--- src/include/acc_pkg.sv ---
/*
 * Constants for the comparator control block: register offsets, field
 * positions, reset values and the pad numbering used by the selectors.
 * Assumes an APB master with 32-bit data and word-aligned accesses.
 */
// What this block does
// - Comparator enabled only while enable bit set
// - Halt mode forces the comparator off
// - Reference code zero pad pair, else reference
// - Nonzero code k selects ladder tap k/16
// - Ladder reaches only the inverting input
// - Reference mode pad codes: A0-7, B0-5, none
// - Pad pairs for codes 0-3 and 12-15
// - Cross-port pad pairs for codes 4-11
// - Status read copies live result to snapshot
// - Result differing from snapshot sets flag while comparator enabled
// - Result readable at status bit 7
// - Pin output bit drives port B pin3
// - Pin output blocks first pulse width output
// - Analog pad mode from configuration word only
// - Request needs flag, enable and global enable
package acc_pkg;
	localparam logic [11:0] ANALOG_ENABLE_OFF = 12'h000;
	localparam logic [11:0] CONTROL_OFF = 12'h004;
	localparam logic [11:0] STATUS_OFF = 12'h008;
	localparam logic [11:0] IRQ_STATUS_OFF = 12'h00C;
	localparam logic [11:0] IRQ_ENABLE_OFF = 12'h010;
	localparam logic [11:0] IRQ_CLEAR_OFF = 12'h014;
	localparam int CMP_EN_BIT = 7;
	localparam int REF_SEL_LSB = 0;
	localparam int PAD_SEL_LSB = 4;
	localparam int RESULT_BIT = 7;
	localparam int PIN_OE_BIT = 6;
	localparam int IRQ_CHANGE_BIT = 0;
	localparam logic [7:0] ANALOG_ENABLE_RST = 8'h00;
	localparam logic [7:0] CONTROL_RST = 8'h00;
	localparam logic PIN_OE_RST = 1'b0;
	// Pad numbering on the mux select: port A 0..7, port B 8..13, 15 = none
	localparam logic [3:0] PAD_A0 = 4'h0;
	localparam logic [3:0] PAD_B0 = 4'h8;
	localparam logic [3:0] PAD_NONE = 4'hF;
endpackage

--- src/hdl/acc_top.sv ---
/*
 * Comparator control: APB registers, enable gating, result sync,
 * change interrupt and pin output steering.
 * Assumes the comparator output is asynchronous and the analog pad
 * configuration comes from a fixed configuration word input.
 */
module acc_top (
	input wire logic mclk_i, // System clock
	input wire logic rstn_i, // Async reset, active low
	input wire logic psel_i, // APB select
	input wire logic penable_i, // APB enable
	input wire logic pwrite_i, // APB write
	input wire logic [11:0] paddr_i, // APB address
	input wire logic [31:0] pwdata_i, // APB write data
	output logic [31:0] prdata_o, // APB read data
	output logic pready_o, // APB ready
	output logic pslverr_o, // APB error
	input wire logic halt_mode_i, // Device in halt mode
	input wire logic global_irq_enable_i, // Global interrupt enable
	input wire logic [13:0] analog_pad_cfg_i, // Configuration word pad mask
	input wire logic comparator_raw_i, // Async comparator output
	input wire logic first_pulse_width_output_en_i, // Software PWM enable
	output logic comparator_enable_o, // Comparator power enable
	output logic [3:0] noninv_pad_o, // Non-inverting pad code
	output logic [3:0] inv_pad_o, // Inverting pad code
	output logic inv_from_ladder_o, // Inverting from ladder
	output logic [3:0] ladder_tap_o, // Ladder tap code
	output logic [13:0] pad_analog_mode_o, // Pads in analog mode
	output logic port_b_pin3_o, // Pin data
	output logic port_b_pin3_oe_o, // Pin output enable
	output logic first_pulse_width_output_en_o, // Gated PWM enable
	output logic comparator_irq_o // Interrupt request
);
	typedef struct packed {
		logic [7:0] analog_enable_reg;
		logic [7:0] comparator_control_reg;
		logic comparator_pin_output_enable;
		logic sync1;
		logic sync2;
		logic snapshot;
		logic comparator_irq_flag;
		logic comparator_irq_enable;
		logic rd_done;
		logic [31:0] rdata;
	} acc_state_s;

	acc_state_s cur;
	acc_state_s next_cur;
	logic wr;
	logic rd;
	logic p2p;

	assign wr = psel_i && penable_i && pwrite_i;
	assign rd = psel_i && penable_i && !pwrite_i;

	acc_pad_mux u_mux (
		.reference_select_i(cur.comparator_control_reg[acc_pkg::REF_SEL_LSB +: 4]),
		.pad_select_i(cur.comparator_control_reg[acc_pkg::PAD_SEL_LSB +: 4]),
		.noninv_pad_o(noninv_pad_o),
		.inv_pad_o(inv_pad_o),
		.inv_from_ladder_o(inv_from_ladder_o),
		.ladder_tap_o(ladder_tap_o),
		.pad_to_pad_mode_o(p2p)
	);

	always_comb begin
		next_cur = cur;
		next_cur.sync1 = comparator_raw_i;
		next_cur.sync2 = cur.sync1;
		if (wr) begin
			case (paddr_i)
				acc_pkg::ANALOG_ENABLE_OFF: next_cur.analog_enable_reg = pwdata_i[7:0];
				acc_pkg::CONTROL_OFF: next_cur.comparator_control_reg = pwdata_i[7:0];
				acc_pkg::STATUS_OFF:
					next_cur.comparator_pin_output_enable = pwdata_i[acc_pkg::PIN_OE_BIT];
				acc_pkg::IRQ_ENABLE_OFF:
					next_cur.comparator_irq_enable = pwdata_i[acc_pkg::IRQ_CHANGE_BIT];
				acc_pkg::IRQ_CLEAR_OFF: begin
					if (pwdata_i[acc_pkg::IRQ_CHANGE_BIT]) begin
						next_cur.comparator_irq_flag = 1'b0;
					end
				end
				default: begin
				end
			endcase
		end
		if (rd && paddr_i == acc_pkg::STATUS_OFF) begin
			next_cur.snapshot = cur.sync2;
		end
		if (cur.sync2 != cur.snapshot && comparator_enable_o) begin
			next_cur.comparator_irq_flag = 1'b1;
		end
		// Second access cycle of a read presents the registered data
		next_cur.rd_done = rd && !cur.rd_done;
		next_cur.rdata = 32'h0000_0000;
		if (rd) begin
			case (paddr_i)
				acc_pkg::ANALOG_ENABLE_OFF: next_cur.rdata[7:0] = cur.analog_enable_reg;
				acc_pkg::CONTROL_OFF: next_cur.rdata[7:0] = cur.comparator_control_reg;
				acc_pkg::STATUS_OFF: begin
					next_cur.rdata[acc_pkg::RESULT_BIT] = cur.sync2;
					next_cur.rdata[acc_pkg::PIN_OE_BIT] = cur.comparator_pin_output_enable;
				end
				acc_pkg::IRQ_STATUS_OFF:
					next_cur.rdata[acc_pkg::IRQ_CHANGE_BIT] = cur.comparator_irq_flag;
				acc_pkg::IRQ_ENABLE_OFF:
					next_cur.rdata[acc_pkg::IRQ_CHANGE_BIT] = cur.comparator_irq_enable;
				default: begin
				end
			endcase
		end
	end

	always_ff @(posedge mclk_i or negedge rstn_i) begin
		if (!rstn_i) begin
			cur <= '{analog_enable_reg: acc_pkg::ANALOG_ENABLE_RST,
				comparator_control_reg: acc_pkg::CONTROL_RST,
				comparator_pin_output_enable: acc_pkg::PIN_OE_RST,
				default: '0};
		end else begin
			cur <= next_cur;
		end
	end

	always_comb begin
		pslverr_o = 1'b0;
		if (psel_i && penable_i) begin
			case (paddr_i)
				acc_pkg::ANALOG_ENABLE_OFF, acc_pkg::CONTROL_OFF, acc_pkg::STATUS_OFF,
				acc_pkg::IRQ_ENABLE_OFF: pslverr_o = 1'b0;
				acc_pkg::IRQ_STATUS_OFF: pslverr_o = pwrite_i;
				acc_pkg::IRQ_CLEAR_OFF: pslverr_o = !pwrite_i;
				default: pslverr_o = 1'b1;
			endcase
		end
	end

	// Read data is registered, so reads take one wait state
	assign pready_o = pwrite_i || !penable_i || cur.rd_done;
	assign prdata_o = cur.rdata;

	assign comparator_enable_o = cur.analog_enable_reg[acc_pkg::CMP_EN_BIT] && !halt_mode_i;
	assign pad_analog_mode_o = analog_pad_cfg_i;
	assign port_b_pin3_oe_o = cur.comparator_pin_output_enable;
	assign port_b_pin3_o = cur.sync2;
	assign first_pulse_width_output_en_o = first_pulse_width_output_en_i
		&& !cur.comparator_pin_output_enable;
	assign comparator_irq_o = cur.comparator_irq_flag && cur.comparator_irq_enable
		&& global_irq_enable_i;
endmodule

--- src/hdl/acc_pad_mux.sv ---
/*
 * Decodes the pad and reference selects into the analog mux codes.
 * Assumes the analog macro treats code 15 as an open input.
 */
module acc_pad_mux (
	input wire logic [3:0] reference_select_i, // Reference select field
	input wire logic [3:0] pad_select_i, // Pad select field
	output logic [3:0] noninv_pad_o, // Non-inverting pad code
	output logic [3:0] inv_pad_o, // Inverting pad code
	output logic inv_from_ladder_o, // Inverting input from ladder
	output logic [3:0] ladder_tap_o, // Ladder tap in sixteenths
	output logic pad_to_pad_mode_o // High in pad pair mode
);
	function automatic logic [3:0] pa(input logic [3:0] n);
		pa = acc_pkg::PAD_A0 + n;
	endfunction
	function automatic logic [3:0] pb(input logic [3:0] n);
		pb = acc_pkg::PAD_B0 + n;
	endfunction

	always_comb begin
		pad_to_pad_mode_o = (reference_select_i == 4'h0);
		inv_from_ladder_o = !pad_to_pad_mode_o;
		ladder_tap_o = reference_select_i;
		noninv_pad_o = acc_pkg::PAD_NONE;
		inv_pad_o = acc_pkg::PAD_NONE;
		if (!pad_to_pad_mode_o) begin
			if (pad_select_i < 4'hE) begin
				noninv_pad_o = pad_select_i;
			end
		end else begin
			case (pad_select_i)
				4'h0: begin noninv_pad_o = pa(4'h0); inv_pad_o = pa(4'h1); end
				4'h1: begin noninv_pad_o = pa(4'h1); inv_pad_o = pa(4'h0); end
				4'h2: begin noninv_pad_o = pa(4'h2); inv_pad_o = pa(4'h3); end
				4'h3: begin noninv_pad_o = pa(4'h3); inv_pad_o = pa(4'h2); end
				4'h4: begin noninv_pad_o = pa(4'h0); inv_pad_o = pb(4'h3); end
				4'h5: begin noninv_pad_o = pa(4'h1); inv_pad_o = pb(4'h2); end
				4'h6: begin noninv_pad_o = pa(4'h2); inv_pad_o = pb(4'h5); end
				4'h7: begin noninv_pad_o = pa(4'h3); inv_pad_o = pb(4'h4); end
				4'h8: begin noninv_pad_o = pb(4'h2); inv_pad_o = pa(4'h1); end
				4'h9: begin noninv_pad_o = pb(4'h3); inv_pad_o = pa(4'h0); end
				4'hA: begin noninv_pad_o = pb(4'h4); inv_pad_o = pa(4'h3); end
				4'hB: begin noninv_pad_o = pb(4'h5); inv_pad_o = pa(4'h2); end
				4'hC: begin noninv_pad_o = pb(4'h2); inv_pad_o = pb(4'h3); end
				4'hD: begin noninv_pad_o = pb(4'h3); inv_pad_o = pb(4'h2); end
				4'hE: begin noninv_pad_o = pb(4'h4); inv_pad_o = pb(4'h5); end
				default: begin noninv_pad_o = pb(4'h5); inv_pad_o = pb(4'h4); end
			endcase
		end
	end
endmodule

--- config.mk ---
export PLATFORM = sky130hd
export DESIGN_NAME = acc_top
export DESIGN_NICKNAME = d
export VERILOG_FILES = /design/src/include/acc_pkg.sv /design/src/hdl/acc_top.sv /design/src/hdl/acc_pad_mux.sv
export SDC_FILE = /design/constraint.sdc
export NUM_CORES = 1
export LEC_CHECK = 0
export BUFFER_PORTS_ARGS = -buffer_cell sky130_fd_sc_hd__buf_2
export CORE_AREA = 4 4 74 76
export CTS_CLUSTER_DIAMETER = 50
export DETAILED_ROUTE_END_ITERATION = 8
export DIE_AREA = 0 0 78 80
export GPL_TIMING_DRIVEN = 1
export PLACE_DENSITY = 0.85
export SLEW_MARGIN = 10
export SYNTH_ARGS = -nofsm -noshare
export SYNTH_HDL_FRONTEND = slang
export SYNTH_HIERARCHICAL = 1
export SYNTH_SLANG_ARGS = --single-unit
--- constraint.sdc ---
create_clock -name mclk_i -period 1.5 [get_ports mclk_i]
set_input_delay 0.15 -clock mclk_i [delete_from_list [all_inputs] [get_ports mclk_i]]
set_output_delay 0.15 -clock mclk_i [all_outputs]
set_load 0.02 [all_outputs]
* Word-level counts from Yosys, hierarchy flattened
Memories as Yosys holds them, arrays and structs flattened. Cells that the tools add are included.
Storage, ports and cells: flip-flop bits (word level) 31, memory bits (read-only) 128, output and inout port bits 66, logic and storage cells 61, memories 1
Memories:
- (name not given) | words 16, bits a word 8, read ports 1, clocked after Yosys merged registers in 0, write ports 0, RTL line acc_pad_mux.sv:32 | case (pad_select_i)
Operators by class: $lt $le $gt $ge 1, eq/ne operators 6, muxes and demuxes 14, reduce and logical (&&, ||, !) cells 29
Operators with widths (number):
- $eq A12 B4 Y1 const B | 2
- $eq A12 B5 Y1 const B | 2
- $eq A12 B3 Y1 const B | 1
- $logic_not A12 Y1 | 1
- $mux W4 | 3
- $logic_and A1 B1 Y1 | 10
- $pmux W5 S2 | 1
- $mux W8 | 1
- $reduce_and A2 Y1 | 4
- $logic_not A1 Y1 | 6
- $pmux W2 S3 | 1
- $reduce_bool A2 Y1 | 3
- $mux W1 | 5
- $logic_not A4 Y1 | 1
- $lt A4 B4 Y1 const B | 1
- $pmux W1 S4 | 1
- $reduce_or A4 Y1 | 1
- $pmux W1 S3 | 1
- $reduce_and A3 Y1 | 1
- $logic_or A1 B1 Y1 | 2
- $mux W2 | 1
- $ne A1 B1 Y1 | 1

* Depth between registers and ports, before layout
depth in word-level cells 5, gate-level depth with buffers 5

* Modules after synthesis
The synthesis kept the hierarchy.
Modules (own cells, without submodules):
- acc_top | times used 1, cells an instance 167, area an instance 1828.0 um^2
- acc_pad_mux | times used 1, cells an instance 16, area an instance 146.4 um^2

* Worst setup path after synthesis
Ideal clock, no wire load.
path kind input -> output, start in paddr_i[2], end out pslverr_o, arrival 1.434 ns, required time 1.350 ns, slack -0.084 ns, cell stages on the path 5, path through clkbuf_1 -> clkbuf_1 -> nor2b_1 -> o21ai_0 -> a31oi_1
On the way: longest elaborated chain between the ends 4, elaborated cells on any way between the ends 9, classes of those cells eq/ne (5); mux (2); reduce/logical (2)
RTL lines:
- start: declaration | RTL line acc_top.sv:13 | input wire logic [11:0] paddr_i,
- $eq A12 B4 Y1 (tied with other cells) | RTL line acc_top.sv:128 | case (paddr_i)
- $reduce_or A4 Y1 | RTL line acc_top.sv:128
- $pmux W1 S3 * | RTL line acc_top.sv:128
- $mux W1 * | RTL line acc_top.sv:127 | if (psel_i && penable_i) begin
- end: declaration | RTL line acc_top.sv:17 | output logic pslverr_o,
Mark *: on every way between the ends. The rest lies on a longest branch, timed or not.

* Worst setup path after layout
start reg cur[41] (netlist name), end out noninv_pad_o[2]
On the way: longest elaborated chain between the ends 2
RTL lines:
- start: declaration | RTL line acc_top.sv:47 | acc_state_s cur;
- start signal: assignment | RTL line acc_top.sv:116 | cur <= '{analog_enable_reg: acc_pkg::ANALOG_ENABLE_RST,
- start signal: assignment | RTL line acc_top.sv:121 | cur <= next_cur;
- $logic_not A4 Y1 | RTL line acc_pad_mux.sv:22 | pad_to_pad_mode_o = (reference_select_i == 4'h0);
- via p2p | RTL line acc_top.sv:51 | logic p2p;
- $mux W4 | RTL line acc_pad_mux.sv:27 | if (!pad_to_pad_mode_o) begin
- end: declaration | RTL line acc_top.sv:24 | output logic [3:0] noninv_pad_o,
The timed path passes the listed nets, and every way through them passes these cells.

==> results.sh <==
export IMPL_outcome="finished, violations left"
export IMPL_violations="setup timing"
export IMPL_tightest_slew_ps=660
export IMPL_fin_ws_ps=-306
export IMPL_worstPathMaxFanout=3
export IMPL_ant_nets=0
export IMPL_nets=306
export IMPL_synth_ff_type="dfrtp_1"
export IMPL_cts_tree="yes"
export IMPL_layout_drive_gt1_share=0.475
export IMPL_wl_per_cell_um=13.3
export IMPL_die_y_um=80
export IMPL_ios=133
export IMPL_crit_slowest_cell="dfrtp_1"
export IMPL_yosys_cell_types_count=32
export IMPL_grt_pass1_vias=1368
export IMPL_diodes=0
export IMPL_leakage_nw=1.35
export IMPL_critPathKind="register to primary output"
export IMPL_fmax_mhz=554
export IMPL_slew_headroom=0.560
export IMPL_synth_seq_cells=31
export IMPL_synth_cell_area_sq_um=1970
export IMPL_routabilityCongestion=0.849
export IMPL_synth_top_cell_area_share=0.393
export IMPL_clock_sinks=31
export IMPL_holdCritStartpoint="pwdata_i[3]"
export IMPL_synth_seq_area_share=0.393
export IMPL_dp_cells=291
export IMPL_power_density_nw_per_um2=738
export IMPL_r2r_end="prdata_o[0]"
export IMPL_holdPathStages=2
export IMPL_dr_first_iter_drc_count=61
export IMPL_crit_chain="nor4_4 > buf_4 > mux2_4 > buf_6"
export IMPL_placed_cell_area_sq_um=2150
export IMPL_dieArea_sq_um=6240
export IMPL_coreArea_sq_um=4720
export IMPL_cts_buffers=5
export IMPL_critical_path_required_ps=1350
export IMPL_stdcell_count=305
export IMPL_startpoint="cur[41]"
export IMPL_cts_root_buffer="clkbuf_8"
export IMPL_slew_violations=0
export IMPL_yosys_warnings=6
export IMPL_antenna_found_initial=0
export IMPL_drc_errors=0
export IMPL_synthTopCellsByArea="dfrtp_1 (39%), buf_4 (19%), mux2_4 (13%), mux2i_1 (4.1%), mux2_2 (2.3%)"
export IMPL_clock_latency_ps=280
export IMPL_worst_r2r_cell_count=5
export IMPL_r2r_start="cur[39]"
export IMPL_endpoint_kind="primary output"
export IMPL_r2r_slack_ps=310
export IMPL_whs_endpoint="cur[42]"
export IMPL_seq_area_sq_um=776
export IMPL_maxCapViolCount=0
export IMPL_fp_row_count=25
export IMPL_h_tree_depth=2
export IMPL_synth_edf_count=0
export IMPL_hp_class="primary input to register"
export IMPL_avgViaCountPerCell=4.42
export IMPL_fillers=415
export IMPL_period_needed_ps=1810
export IMPL_multi_input_area_sq_um=865
export IMPL_synth_top_cell_by_area="dfrtp_1"
export IMPL_final_core_util=0.502
export IMPL_grt_pass1_wl_mm=6.55
export IMPL_finalInstanceArea_sq_um=2370
export IMPL_grt_ovfl_total=0
export IMPL_peakVddDrop_v=0.000470
export IMPL_clk_path_buf_depth=2
export IMPL_p_total_mw=1.75
export IMPL_initial_core_util=0.418
export IMPL_clk_pin_slew_ps=60
export IMPL_area_growth_pct=20.0
export IMPL_first_pass_iters=4
export IMPL_crit_path_max_incr_delay_ps=410
export IMPL_async_reset_ff_frac=1.00
export IMPL_worstSetupStartpointType="register"
export IMPL_syn_area_per_cell_sq_um=10.8
export IMPL_grt_max_degree=32
export IMPL_port_buffer_count=56
export IMPL_grt_usage=0.134
export IMPL_setup_violations=8
export IMPL_dp_hpwl_mm=3.22
export IMPL_rsz0062_at_grt="true"
export IMPL_hold_viol_final=0
export IMPL_vias=1348
export IMPL_cp_arrival_ps=1660
export IMPL_finalWirelength_mm=4.06
export IMPL_period_share=1.20
export IMPL_fin_skew_ps=1.69
export IMPL_die_x_um=78
export IMPL_synthCells=183
## power breakdown
group          switching [mW]  internal (mW)  total (mW)
clock                   0.285          0.418       0.702
combinational           0.135         0.0688       0.203
sequential            0.00273          0.841       0.844
total                   0.422           1.33        1.75
## kinds of logic after synthesis
logic type	Yosys count	share of synthesized area
compound gates	8	0.0247
xor+xnor	1	0.00444
fa+ha+maj	2	0.0127
buf+inv	61	0.219
flops	31	0.393
mux	29	0.193
other cells	1	0.00190
simple gates	50	0.152
## cell type report
cell class              instances  share of cell area
flip-flops and latches         31               0.327
well taps                      67              0.0354
repair buffers                 81               0.224
inverters                       4             0.00634
multi-input cells             114               0.365
clock buffers                   8              0.0422
## state kept, by name, indices dropped and copies added, names as in the netlist
| register | flops |
|---|---|
| cur | 21 |
| port_b_pin3_o | 1 |
| port_b_pin3_oe_o | 1 |
| prdata_o | 8 |
## stage by stage
step | hold slack, ps | setup TNS (ps) | worst slack, ps
floorplan | -146 | 0 | 21.3
global placement | 206 | -2620 | -170
detailed placement | 217 | -3170 | -212
CTS | 108 | -1960 | -302
global route | 107 | -2380 | -391
finish | 114 | -1650 | -306
## worst max-delay path, delay by kind of cell (launching register included)
kind / cells / cell delay (ps)
buf+inv: 2 / 310
flops: 1 / 410
mux: 1 / 300
simple gates: 1 / 360
## what timing repair did
item / in CTS / in global routing
pin swaps: 2 / 1
gates resized for setup: 16 / 6
hold endpoints to repair: 32 / 0
endpoints found under the setup margin: 8 / 9
hold buffers: 2 / 0
setup buffers: 3 / 2
## cells in the final DEF (no fill, tap or decap)
cell / n
nand3_2: 1
dfrtp_1: 31
o31ai_1: 1
mux2_2: 3
nor2b_1: 4
mux2_4: 18
or3b_2: 1
clkbuf_8: 7
nor4_1: 1
buf_6: 10
nor4_4: 2
mux2i_1: 8
ha_1: 2
xor2_1: 1
a41o_1: 1
a21oi_1: 1
nand3b_1: 1
and3b_1: 1
nor4b_1: 1
a31oi_1: 1
inv_1: 3
o21ai_0: 4
or2b_1: 3
buf_4: 21
nand2_2: 1
and3_1: 3
or3_1: 4
nand2_1: 7
nand3_1: 6
clkbuf_1: 1
nor2_1: 9
nor3_1: 4
or4_1: 1
dlygate4sd3_1: 2
conb_1: 24
buf_2: 48
inv_2: 1
## cells in the mapped netlist, types with 2 or more instances
cell type	number
buf_4	50
dfrtp_1	31
mux2_4	17
nor2_1	9
mux2i_1	8
nand2_1	8
nand3_1	7
clkbuf_1	5
mux2_2	4
nor2b_1	4
nor3_1	4
o21ai_0	4
or3_1	4
and3_1	3
inv_1	3
or2b_1	3
buf_6	2
ha_1	2
nor4_4	2
## layer usage
layer / up-vias / share of wire / global-route usage
met5: - / 0 / 0
met4: 0 / 0.0094 / 0.0385
met3: 5 / 0.080 / 0.0406
met2: 61 / 0.51 / 0.236
met1: 631 / 0.40 / 0.156
li1: 651 / - / -
## how the worst max path moves through the flow
stage	to
after floorplan	cur[39]
after global placement	cur[50]
after detailed placement	cur[48]
after CTS	inv_pad_o[2]
after global routing	noninv_pad_o[2]
final	noninv_pad_o[2]
Note: power is estimated with default switching activity, not from simulation.
